--- src/logic/ssp_oe_pkg.sv ---
/*
  Constants and carrier types for the serial port slave-select and
  output-enable block. Assumes one clock domain (clk_sys) inside the device.
*/
// Summary of operation
// - Slave mode with select control: select input high resets the serial shift logic.
// - Port-C direction bit 5 reads back from the serial port output-enable signal.
// - Read-modify-write of direction while select high sets bit 5, stopping data out.
// - Port-A bit 5 selectable as active-low slave select, general I/O or analog.
// - Port-C bit 3 is the serial clock, input or output.
// - Port-C bit 4 carries serial data in, port-C bit 5 serial data out.
`default_nettype none
package serial_oe_pkg;

  // ==========================================================================
  // Mode field encodings
  localparam logic [3:0] MODE_MASTER_MAX  = 4'h3;
  localparam logic [3:0] MODE_SLAVE_SEL   = 4'h4;
  localparam logic [3:0] MODE_SLAVE_NOSEL = 4'h5;

  // ==========================================================================
  // Master clock half periods, in clk_sys cycles, per master mode
  localparam logic [6:0] HALF_DIV_0 = 7'h02;
  localparam logic [6:0] HALF_DIV_1 = 7'h08;
  localparam logic [6:0] HALF_DIV_2 = 7'h20;
  localparam logic [6:0] HALF_DIV_3 = 7'h40;

  // ==========================================================================
  // Port-C direction register layout
  localparam int         DIR_SCK_BIT   = 3;
  localparam int         DIR_DOUT_BIT  = 5;
  localparam logic [7:0] DIR_RESET_VAL = 8'hff;
  localparam logic [3:0] BIT_LAST      = 4'h7;

  // ==========================================================================
  // Port-A bit 5 function select
  typedef enum logic [1:0] {
    PA5_GPIO,
    PA5_ANALOG,
    PA5_SLAVE_SEL
  } pa5_func_t;

  typedef struct packed {
    logic       enable;
    logic [3:0] mode;
    logic       clockEdge;
    pa5_func_t  pa5Func;
  } port_cfg_t;

  typedef struct packed {
    logic rxFull;
    logic writeCollision;
    logic cfgError;
    logic periphOe;
  } port_status_t;

endpackage : serial_oe_pkg
`default_nettype wire

--- src/logic/bit_sync.sv ---
/*
  Two-flop synchroniser for a vector of independent levels.
  Assumes each bit is a slow level or a clock far below clk_sys.
*/
`timescale 1ns/1ps
`default_nettype none
module bit_sync #(
  parameter int W = 1
) (
  // Clock and reset
  input  wire logic         clk_sys,
  input  wire logic         rst_b,
  // Data
  input  wire logic [W-1:0] asyncIn,
  output logic      [W-1:0] syncOut
);

  logic [W-1:0] meta_reg;

  // First stage feeds only the second stage
  always_ff @(posedge clk_sys or negedge rst_b) begin
    if (!rst_b) begin
      meta_reg <= '0;
      syncOut  <= '0;
    end else begin
      meta_reg <= asyncIn;
      syncOut  <= meta_reg;
    end
  end

endmodule : bit_sync
`default_nettype wire

--- src/logic/spi_slave_select_oe_control.sv ---
/*
  Synchronous serial port in SPI mode with slave-select handling and the
  output-enable path into the port-C direction read-back.
  Assumes the external master's clock is far slower than clk_sys, so that
  edges are found by sampling, and that software avoids illegal modes.
*/
`timescale 1ns/1ps
`default_nettype none
module spi_slave_select_oe_control (
  // Clock and reset
  input  wire logic                    clk_sys,
  input  wire logic                    rst_b,
  // Configuration and status
  input  wire serial_oe_pkg::port_cfg_t cfg,
  output var  serial_oe_pkg::port_status_t status,
  // Port-C direction register access
  input  wire logic                    dirWrEn,
  input  wire logic [7:0]              dirWrData,
  output logic      [7:0]              dirRdData,
  // Transmit and receive data
  input  wire logic                    txWrite,
  input  wire logic [7:0]              txData,
  input  wire logic                    rxRead,
  output logic      [7:0]              rxData,
  // Pins
  input  wire logic                    port_a_bit5,
  input  wire logic                    portCBit3In,
  output logic                         portCBit3Out,
  output logic                         portCBit3Oe,
  input  wire logic                    port_c_bit4,
  output logic                         portCBit5Out,
  output logic                         portCBit5Oe
);
  import serial_oe_pkg::*;

  // ==========================================================================
  // Pin synchronisers
  logic [2:0] pinSync;
  logic       sckSync;
  logic       dinSync;
  logic       selSync;

  bit_sync #(
    .W (3)
  ) u_pin_sync (
    .clk_sys (clk_sys),
    .rst_b   (rst_b),
    .asyncIn ({port_a_bit5, port_c_bit4, portCBit3In}),
    .syncOut (pinSync)
  );

  assign sckSync = pinSync[0];
  assign dinSync = pinSync[1];
  assign selSync = pinSync[2];

  // ==========================================================================
  // State
  logic [7:0] dir_reg;
  logic [7:0] shift_reg;
  logic [3:0] bitCnt_reg;
  logic       sckPrev_reg;
  logic       busy_reg;
  logic       sckOut_reg;
  logic [6:0] divCnt_reg;
  logic [7:0] dirRd_next;
  logic       rxFull_next;

  // ==========================================================================
  // Decode
  wire isMaster    = cfg.enable && (cfg.mode <= MODE_MASTER_MAX);
  wire isSlaveSel  = cfg.enable && (cfg.mode == MODE_SLAVE_SEL);
  wire isSlaveNo   = cfg.enable && (cfg.mode == MODE_SLAVE_NOSEL);
  wire selRouted   = (cfg.pa5Func == PA5_SLAVE_SEL);
  // Select is active low; unrouted pin never deselects
  wire selHigh     = selRouted && selSync;
  wire slaveReset  = isSlaveSel && selHigh;
  wire cfgErrNext  = isSlaveNo && cfg.clockEdge;
  wire periphOe    = isMaster || isSlaveNo || (isSlaveSel && !selHigh);
  // Direction bit 5 reads the enable while the port owns the pin
  wire doutRdBit   = cfg.enable ? (!periphOe || dir_reg[DIR_DOUT_BIT])
                                : dir_reg[DIR_DOUT_BIT];

  always_comb begin
    dirRd_next               = dir_reg;
    dirRd_next[DIR_DOUT_BIT] = doutRdBit;
  end

  // ==========================================================================
  // Clock edges: internal in master mode, sampled pin in slave mode
  logic [6:0] halfDiv;
  always_comb begin
    unique case (cfg.mode[1:0])
      2'h0:    halfDiv = HALF_DIV_0;
      2'h1:    halfDiv = HALF_DIV_1;
      2'h2:    halfDiv = HALF_DIV_2;
      2'h3:    halfDiv = HALF_DIV_3;
    endcase
  end

  wire divWrap   = busy_reg && (divCnt_reg == halfDiv - 7'h01);
  wire mRise     = divWrap && !sckOut_reg;
  wire mFall     = divWrap && sckOut_reg;
  wire sRise     = sckSync && !sckPrev_reg;
  wire sFall     = !sckSync && sckPrev_reg;
  wire slaveOn   = (isSlaveSel && !selHigh) || isSlaveNo;
  wire rise      = isMaster ? mRise : (slaveOn && sRise);
  wire fall      = isMaster ? mFall : (slaveOn && sFall);
  // Edge select picks which edge samples and which presents
  wire sampleEdg = cfg.clockEdge ? fall : rise;
  wire shiftEdg  = cfg.clockEdge ? rise : fall;
  wire lastBit   = sampleEdg && (bitCnt_reg == BIT_LAST);
  wire idle      = (bitCnt_reg == 4'h0) && !busy_reg;
  wire loadOk    = txWrite && idle;
  wire collide   = txWrite && !idle;

  assign rxFull_next = lastBit || (status.rxFull && !rxRead);

  // ==========================================================================
  // Direction register: writes land as given, read-back feeds RMW
  always_ff @(posedge clk_sys or negedge rst_b) begin
    if (!rst_b) begin
      dir_reg <= DIR_RESET_VAL;
    end else if (dirWrEn) begin
      dir_reg <= dirWrData;
    end
  end

  // ==========================================================================
  // Shift path
  always_ff @(posedge clk_sys or negedge rst_b) begin
    if (!rst_b) begin
      shift_reg  <= 8'h00;
      bitCnt_reg <= 4'h0;
    end else if (loadOk) begin
      // Load beats select reset: a byte may be queued while deselected
      shift_reg  <= txData;
    end else if (slaveReset) begin
      bitCnt_reg <= 4'h0;
    end else if (sampleEdg) begin
      shift_reg  <= {shift_reg[6:0], dinSync};
      bitCnt_reg <= lastBit ? 4'h0 : bitCnt_reg + 4'h1;
    end
  end

  always_ff @(posedge clk_sys or negedge rst_b) begin
    if (!rst_b) begin
      rxData <= 8'h00;
    end else if (lastBit) begin
      rxData <= {shift_reg[6:0], dinSync};
    end
  end

  // ==========================================================================
  // Master clock generator
  always_ff @(posedge clk_sys or negedge rst_b) begin
    if (!rst_b) begin
      busy_reg   <= 1'b0;
      sckOut_reg <= 1'b0;
      divCnt_reg <= 7'h00;
    end else if (!isMaster) begin
      busy_reg   <= 1'b0;
      sckOut_reg <= 1'b0;
      divCnt_reg <= 7'h00;
    end else begin
      if (loadOk) begin
        busy_reg <= 1'b1;
      // Stop only on a falling edge so the clock idles low
      end else if (lastBit && cfg.clockEdge) begin
        busy_reg <= 1'b0;
      end else if (busy_reg && bitCnt_reg == 4'h0 && mFall && !cfg.clockEdge) begin
        busy_reg <= 1'b0;
      end
      divCnt_reg <= divWrap ? 7'h00 : (busy_reg ? divCnt_reg + 7'h01 : 7'h00);
      if (divWrap) begin
        sckOut_reg <= !sckOut_reg;
      end
    end
  end

  always_ff @(posedge clk_sys or negedge rst_b) begin
    if (!rst_b) begin
      sckPrev_reg <= 1'b0;
    end else begin
      sckPrev_reg <= sckSync;
    end
  end

  // ==========================================================================
  // Status and read-back
  always_ff @(posedge clk_sys or negedge rst_b) begin
    if (!rst_b) begin
      status    <= '0;
      dirRdData <= DIR_RESET_VAL;
    end else begin
      status.rxFull         <= rxFull_next;                   // Set beats clear
      status.writeCollision <= collide || (status.writeCollision && !txWrite);
      status.cfgError       <= cfgErrNext;
      status.periphOe       <= periphOe;
      dirRdData             <= dirRd_next;
    end
  end

  // ==========================================================================
  // Pin drivers
  always_ff @(posedge clk_sys or negedge rst_b) begin
    if (!rst_b) begin
      portCBit3Out <= 1'b0;
      portCBit3Oe  <= 1'b0;
      portCBit5Out <= 1'b0;
      portCBit5Oe  <= 1'b0;
    end else begin
      portCBit3Out <= sckOut_reg;
      portCBit3Oe  <= isMaster && !dir_reg[DIR_SCK_BIT];
      if (loadOk || shiftEdg) begin
        portCBit5Out <= loadOk ? txData[7] : shift_reg[7];
      end
      // A set direction bit 5 silences the data pin
      portCBit5Oe  <= periphOe && !dir_reg[DIR_DOUT_BIT];
    end
  end

endmodule : spi_slave_select_oe_control
`default_nettype wire

--- config.mk ---
export PLATFORM = sky130hd
export DESIGN_NAME = spi_slave_select_oe_control
export DESIGN_NICKNAME = d
export VERILOG_FILES = /design/src/logic/ssp_oe_pkg.sv /design/src/logic/bit_sync.sv /design/src/logic/spi_slave_select_oe_control.sv
export SDC_FILE = /design/constraint.sdc
export NUM_CORES = 1
export LEC_CHECK = 0
export ABC_CLOCK_PERIOD_IN_PS = 2850
export BUFFER_PORTS_ARGS = -buffer_cell sky130_fd_sc_hd__buf_2
export CORE_MARGIN = 2
export CORE_UTILIZATION = 35
export CTS_CLUSTER_DIAMETER = 30
export DETAILED_ROUTE_END_ITERATION = 8
export MAX_ROUTING_LAYER = met4
export PLACE_DENSITY = 0.54
export SYNTH_ARGS = -nofsm -noshare
export SYNTH_HDL_FRONTEND = slang
export SYNTH_HIERARCHICAL = 1
export SYNTH_SLANG_ARGS = --single-unit
--- constraint.sdc ---
create_clock -name clk_sys -period 2.85 [get_ports clk_sys]
set_clock_uncertainty 0.2 [all_clocks]
set_input_delay 0.285 -clock clk_sys [delete_from_list [all_inputs] [get_ports clk_sys]]
set_output_delay 0.285 -clock clk_sys [all_outputs]
set_load 0.02 [all_outputs]
; Word-level counts from Yosys, hierarchy flattened
; Index checks and enable logic that the tools add are counted.
[totals]
reg_bits = 60
input_bits = 32
wordCells = 108
[classes]
addsub = 3
magnitude_cmp = 1
n_eq_ne = 11
n_mux = 22
bitwise = 1
reduce_logical = 51
[op_table]
columns = op, n
row1 = $pmux W7 S4, 1
row2 = $logic_and A1 B1 Y1, 26
row3 = $mux W8, 3
row4 = $mux W7, 3
row5 = $eq A4 B3 Y1 const B, 3
row6 = $logic_not A1 Y1, 12
row7 = $mux W1, 12
row8 = $mux W4, 3
row9 = $add A7 B1 Y7 const B, 1
row10 = $eq A7 B7 Y1, 1
row11 = $logic_or A1 B1 Y1, 7
row12 = $sub A7 B1 Y7 const B, 1
row13 = $eq A2 B2 Y1 const B, 3
row14 = $add A4 B1 Y4 const B, 1
row15 = $le A4 B2 Y1 const B, 1
row16 = $logic_not A4 Y1, 1
row17 = $ne A2 B1 Y1 const B, 2
row18 = $ne A4 B1 Y1 const B, 1
row19 = $reduce_and A2 Y1, 2
row20 = $reduce_bool A2 Y1, 2
row21 = $eq A2 B1 Y1 const B, 1
row22 = $logic_not A2 Y1, 1
row23 = $not A1 Y1, 1

; Longest topological paths before layout
[logic_depth]
depth_word = 13
mapped_depth = 8
depth_no_buf = 6

; Hierarchy
; The synthesis kept the hierarchy.
[modules_own_cells]
columns = module, n_inst, cells_each, area_per_inst_um2, seq_area_each_um2
row1 = spi_slave_select_oe_control, 1, 213, 2560.0, 1371.3
row2 = bit_sync, 1, 6, 150.1, 150.1

; Worst setup path after synthesis
; Ideal clock, no wire load.
[synth_path]
path_type = flip-flop to flip-flop
from = register divCnt_reg[2]
to = register rxData[0]
arrival_time_ns = 2.047
t_required_ns = 2.525
setup_slack_ns = 0.478
path_stages_with_launch = 8
path_buffers = 1
synth_period_minus_slack_ns = 2.372
cell_sequence = dfrtp_1 > buf_6 > or4_4 > o22ai_2 > o2111ai_1 > a21oi_2 > o21ai_4 > mux2_4
[synth_between]
elab_chain_len = 6
word_cells_on_any_way = 8
[synth_lines]
columns = element, line_no
row1 = from (decl), spi_slave_select_oe_control.sv:64  ; logic [6:0] divCnt_reg;
row2 = from (signal assigned), spi_slave_select_oe_control.sv:173  ; divCnt_reg <= divWrap ? 7'h00 : (busy_reg ? divCnt_reg + 7'h01 : 7'h00);
row3 = $eq A7 B7 Y1 *, spi_slave_select_oe_control.sv:100  ; wire divWrap = busy_reg && (divCnt_reg == halfDiv - 7'h01);
row4 = $logic_and A1 B1 Y1 *, spi_slave_select_oe_control.sv:100
row5 = $logic_and A1 B1 Y1 (on tied branches), "spi_slave_select_oe_control.sv:101, spi_slave_select_oe_control.sv:102"
row6 = $mux W1 (on tied branches), "spi_slave_select_oe_control.sv:106, spi_slave_select_oe_control.sv:107"
row7 = $mux W1 *, spi_slave_select_oe_control.sv:109  ; wire sampleEdg = cfg.clockEdge ? fall : rise;
row8 = $logic_and A1 B1 Y1 *, spi_slave_select_oe_control.sv:111  ; wire lastBit = sampleEdg && (bitCnt_reg == BIT_LAST);
row9 = to (signal assigned), spi_slave_select_oe_control.sv:149  ; rxData <= {shift_reg[6:0], dinSync};
row10 = to (decl), spi_slave_select_oe_control.sv:24  ; output logic [7:0] rxData,
; Mark *: on every way between the ends. The rest lies on a longest branch, timed or not.
; A chain may end at the register's enable or synchronous reset.

; Worst setup path after layout
[layout_path]
from = register divCnt_reg[1]
to = register shift_reg[2]
[layout_between]
elab_chain_len = 7
word_cells_on_any_way = 9
[layout_lines]
columns = element, line_no
row1 = $eq A7 B7 Y1 *, spi_slave_select_oe_control.sv:100
row2 = $logic_and A1 B1 Y1 *, spi_slave_select_oe_control.sv:100
row3 = $logic_and A1 B1 Y1 (on tied branches), "spi_slave_select_oe_control.sv:101, spi_slave_select_oe_control.sv:102"
row4 = $mux W1 (on tied branches), "spi_slave_select_oe_control.sv:106, spi_slave_select_oe_control.sv:107"
row5 = $mux W1 *, spi_slave_select_oe_control.sv:109
row6 = $reduce_bool A2 Y1 (no source line) *, -
row7 = $reduce_and A2 Y1 (no source line) *, -
row8 = to (signal assigned), spi_slave_select_oe_control.sv:136  ; shift_reg <= txData;
row9 = to (signal assigned), spi_slave_select_oe_control.sv:140  ; shift_reg <= {shift_reg[6:0], dinSync};
row10 = to (decl), spi_slave_select_oe_control.sv:59  ; logic [7:0] shift_reg;
; Marked as above.

==> key figures <==
Clock network
  • Clock sinks: 60
  • Clk Latency, worst-skew pair: 0.33 ns
  • CTS Buf Count: 9
  • CTS clock-pin slew for the worst setup and hold paths: 0.07 ns
  • Max Root-Sink Buffers: 2
  • Postcts setup bufs: 0
  • Htree depth: 3
  • CTS Root Cell: clkbuf_8
  • Clock tree from TritonCTS: built

Floorplanning
  • Starting Density: 35.62%
  • Io pins: 56
  • Die Wd: a little over 90 microns
  • Std cell rows: 32
  • Core area: 7607 sq um
  • Die height: roughly 92 microns
  • Die area: 8463 sq um

STA
  • Fin. Hold Viols: 0
  • Total negative setup slack: 0 ns
  • Crit share post-route: 89.22%
  • Timing-limited maximum frequency: 0.3933 GHz
  • Final setup fails: 0
  • Slew @ Worst Pin: 0.6596 ns
  • RSZ-0062 raised after global routing: false
  • Clock period minus worst slack: 2.543 ns
  • Slew margin rel.: 55.80%
  • Slew Viols, Final: 0

Final layout
  • Antenna diodes: 0
  • Final Util: between 40% and 50%
  • Final Net Count: 334
  • Most common cell after layout, fill and taps aside: buf_2
  • Share of cells above drive strength 1: 40.13%
  • Layout area overhead: 27.61%
  • Commonest non-fill, non-tap cells in the layout: 55 x buf_2, 44 x dfrtp_1, 27 x nor2_1, 16 x dfstp_2, 14 x dlygate4sd3_1

Worst hold path
  • Worst min path class: input pin to register

Pwr
  • Flop pwr share: 50.6%
  • Sw power: 0.6099 mW
  • Switching part of the total: 30.06%
  • Power share of the clock group: roughly 33%
  • Power density over the cells: between 500 and 600 nW/um^2
  • Max VDD drop: 332.7 uV
  • Comb pwr share: 16.0%
  • Final Power: 2.029 mW
  • Int Power: roughly 1.4 mW
  • Leakage: approximately 1.6 nW

Setup path
  • Crit Path Max Fanout: 10
  • WS Path Type: register to register
  • Crit start category: register
  • Worst Setup End Kind: register
  • Req. time, crit path: between 2 and 3 ns
  • Critical path arrival: 2.54 ns

Drt
  • Drt wl/cell: ~14 microns
  • # DRC: 0
  • Post-Route WL: slightly below 6000 microns
  • Post-route ant nets: 0
  • Router iterations before antenna repair: 4
  • Routed vias: 1985
  • Vias per cell: 4.889
  • Initial DRC Count: 87

Synth
  • Cell area after synthesis: between 2000 and 3000 sq um
  • Top post-synthesis cells by area: dfrtp_1 41%, dfstp_2 16%, mux2_4 4.4%
  • Post-synth EDFFs: 0
  • Post-synthesis register bit count: 60
  • Post-synth top area share: 40.63%
  • Most common flop cell mapped by yosys: dfrtp_1
  • Async SR Flop Fraction: 100.0%
  • Syn Area/Cell: 12.37 sq um
  • Cell variety after synth: 46
  • Syn Nets: 254
  • Cells after synthesis: 219
  • Syn. warnings: 6
  • Leading area contributor after synthesis: dfrtp_1
  • Register area share after synthesis: a little under three fifths

Global route
  • Total gr overflow: 0
  • Antenna violations before repair: 0
  • Vias in the first global route: between 2000 and 2500
  • First-pass GRT wire length: between 9000 and 10000 microns
  • Largest net degree at the start of global routing: 30
  • Total global-route track usage: 15.61%

Placed design
  • Buffers on Ports: 55
  • HPWL Detailed: 4135 microns
  • Routability cong.: between 0.8 and 0.9

Run status
  • Status: completed

Flow run
  • Max_cap viols: 0
==> kinds of logic after synthesis <==
group,share of synthesized area (%)
simple gates,13.53
flops,56.14
compound gates,13.16
mux,11.45
buf+inv,2.401
xor+xnor,1.939
fa+ha+maj,1.385
==> path summary, 6_finish.rpt <==
kind                       cells past startpoint                    from  slack (ns)                     to
max reg2reg                                    7           divCnt_reg[1]        0.31           shift_reg[2]
min in group asynchronous                      2                   rst_b        0.31           shift_reg[2]
max                                            7           divCnt_reg[1]        0.31           shift_reg[2]
min                                            3                 txWrite        0.02               register
min reg2reg                                    0  u_pin_sync/meta_reg[1]        0.15  u_pin_sync/syncOut[1]
max in group asynchronous                      3                   rst_b        1.39           dirRdData[2]
==> power by group through the flow <==
stage	clock network, mW	registers, mW	logic, mW
after global placement	0	1.04	0.308
after CTS	0.703	1.03	0.331
after global routing	0.748	1.04	0.367
after floorplan	0	1.05	0.179
final	0.676	1.03	0.326
after detailed placement	0	1.04	0.315
==> worst max-delay path: stages (launching register included) <==
cell and delay [ns]:
dfrtp_1 0.42, or4_4 0.52, o22ai_2 0.20, o2111ai_1 0.19
buf_4 0.21, and3_1 0.18, a2111oi_1 0.38, a211oi_1 0.08
==> synth_stat cells, types with 2 or more instances <==
master and n:
a21o_1 2, and3_1 10, a21oi_1 2, or3_1 3
a32o_1 2, nand2_1 8, nor2_1 27, ha_1 3
a2111oi_1 8, xnor2_1 3, xor2_1 3, o2111ai_1 2
mux2_4 8, nand3_1 6, nand4b_1 2, a211oi_1 10
o21ai_0 5, dfstp_2 16, clkbuf_1 5, dfrtp_1 44
nand3b_1 2, mux2_2 8, inv_1 8, mux2i_1 10
==> per-layer routing <==
| metal | GRT usage (%) | vias up | routed length [microns] |
|---|---|---|---|
| met3 | 4.108 | 12 | 277 |
| li1 | - | 955 | - |
| met1 | 19.48 | 965 | 2755 |
| met4 | 6.841 | 0 | 123 |
| met2 | 24.02 | 53 | 2695 |
| met5 | - | - | 0 |
==> timing repair <==
| item | CTS | global route |
|---|---|---|
| resized for setup | 0 | 0 |
| setup endpoints to repair | 0 | 0 |
| hold endpoints to repair | 36 | 0 |
| hold buffers | 14 | 0 |
==> cell type report <==
type                            instances  area, sq um
Multi-Input combinational cell        144         1124
Clock inverter                          7        51.30
Inverter                                8        30.03
Sequential cell                        60         1521
Clock buffer                            9        123.9
Fill cell                             752         4149
Tap cell                              102        127.6
Timing Repair Buffer                   76        480.5
==> per-stage QoR <==
| stage | instance area, sq um | worst slack, ns | hold slack [ns] | instances |
|---|---|---|---|---|
| floorplan | 2710 | 0.4775 | -0.2106 | 219 |
| global placement | 3143 | 0.3325 | 0.1345 | 376 |
| detailed placement | 3143 | 0.3043 | 0.1356 | 376 |
| CTS | 3458 | 0.3187 | 0.01431 | 406 |
| global route | 3458 | 0.1242 | 0.02639 | 406 |
| finish | 3458 | 0.3072 | 0.01859 | 406 |
No activity file was read; power rests on OpenSTA's default activity.
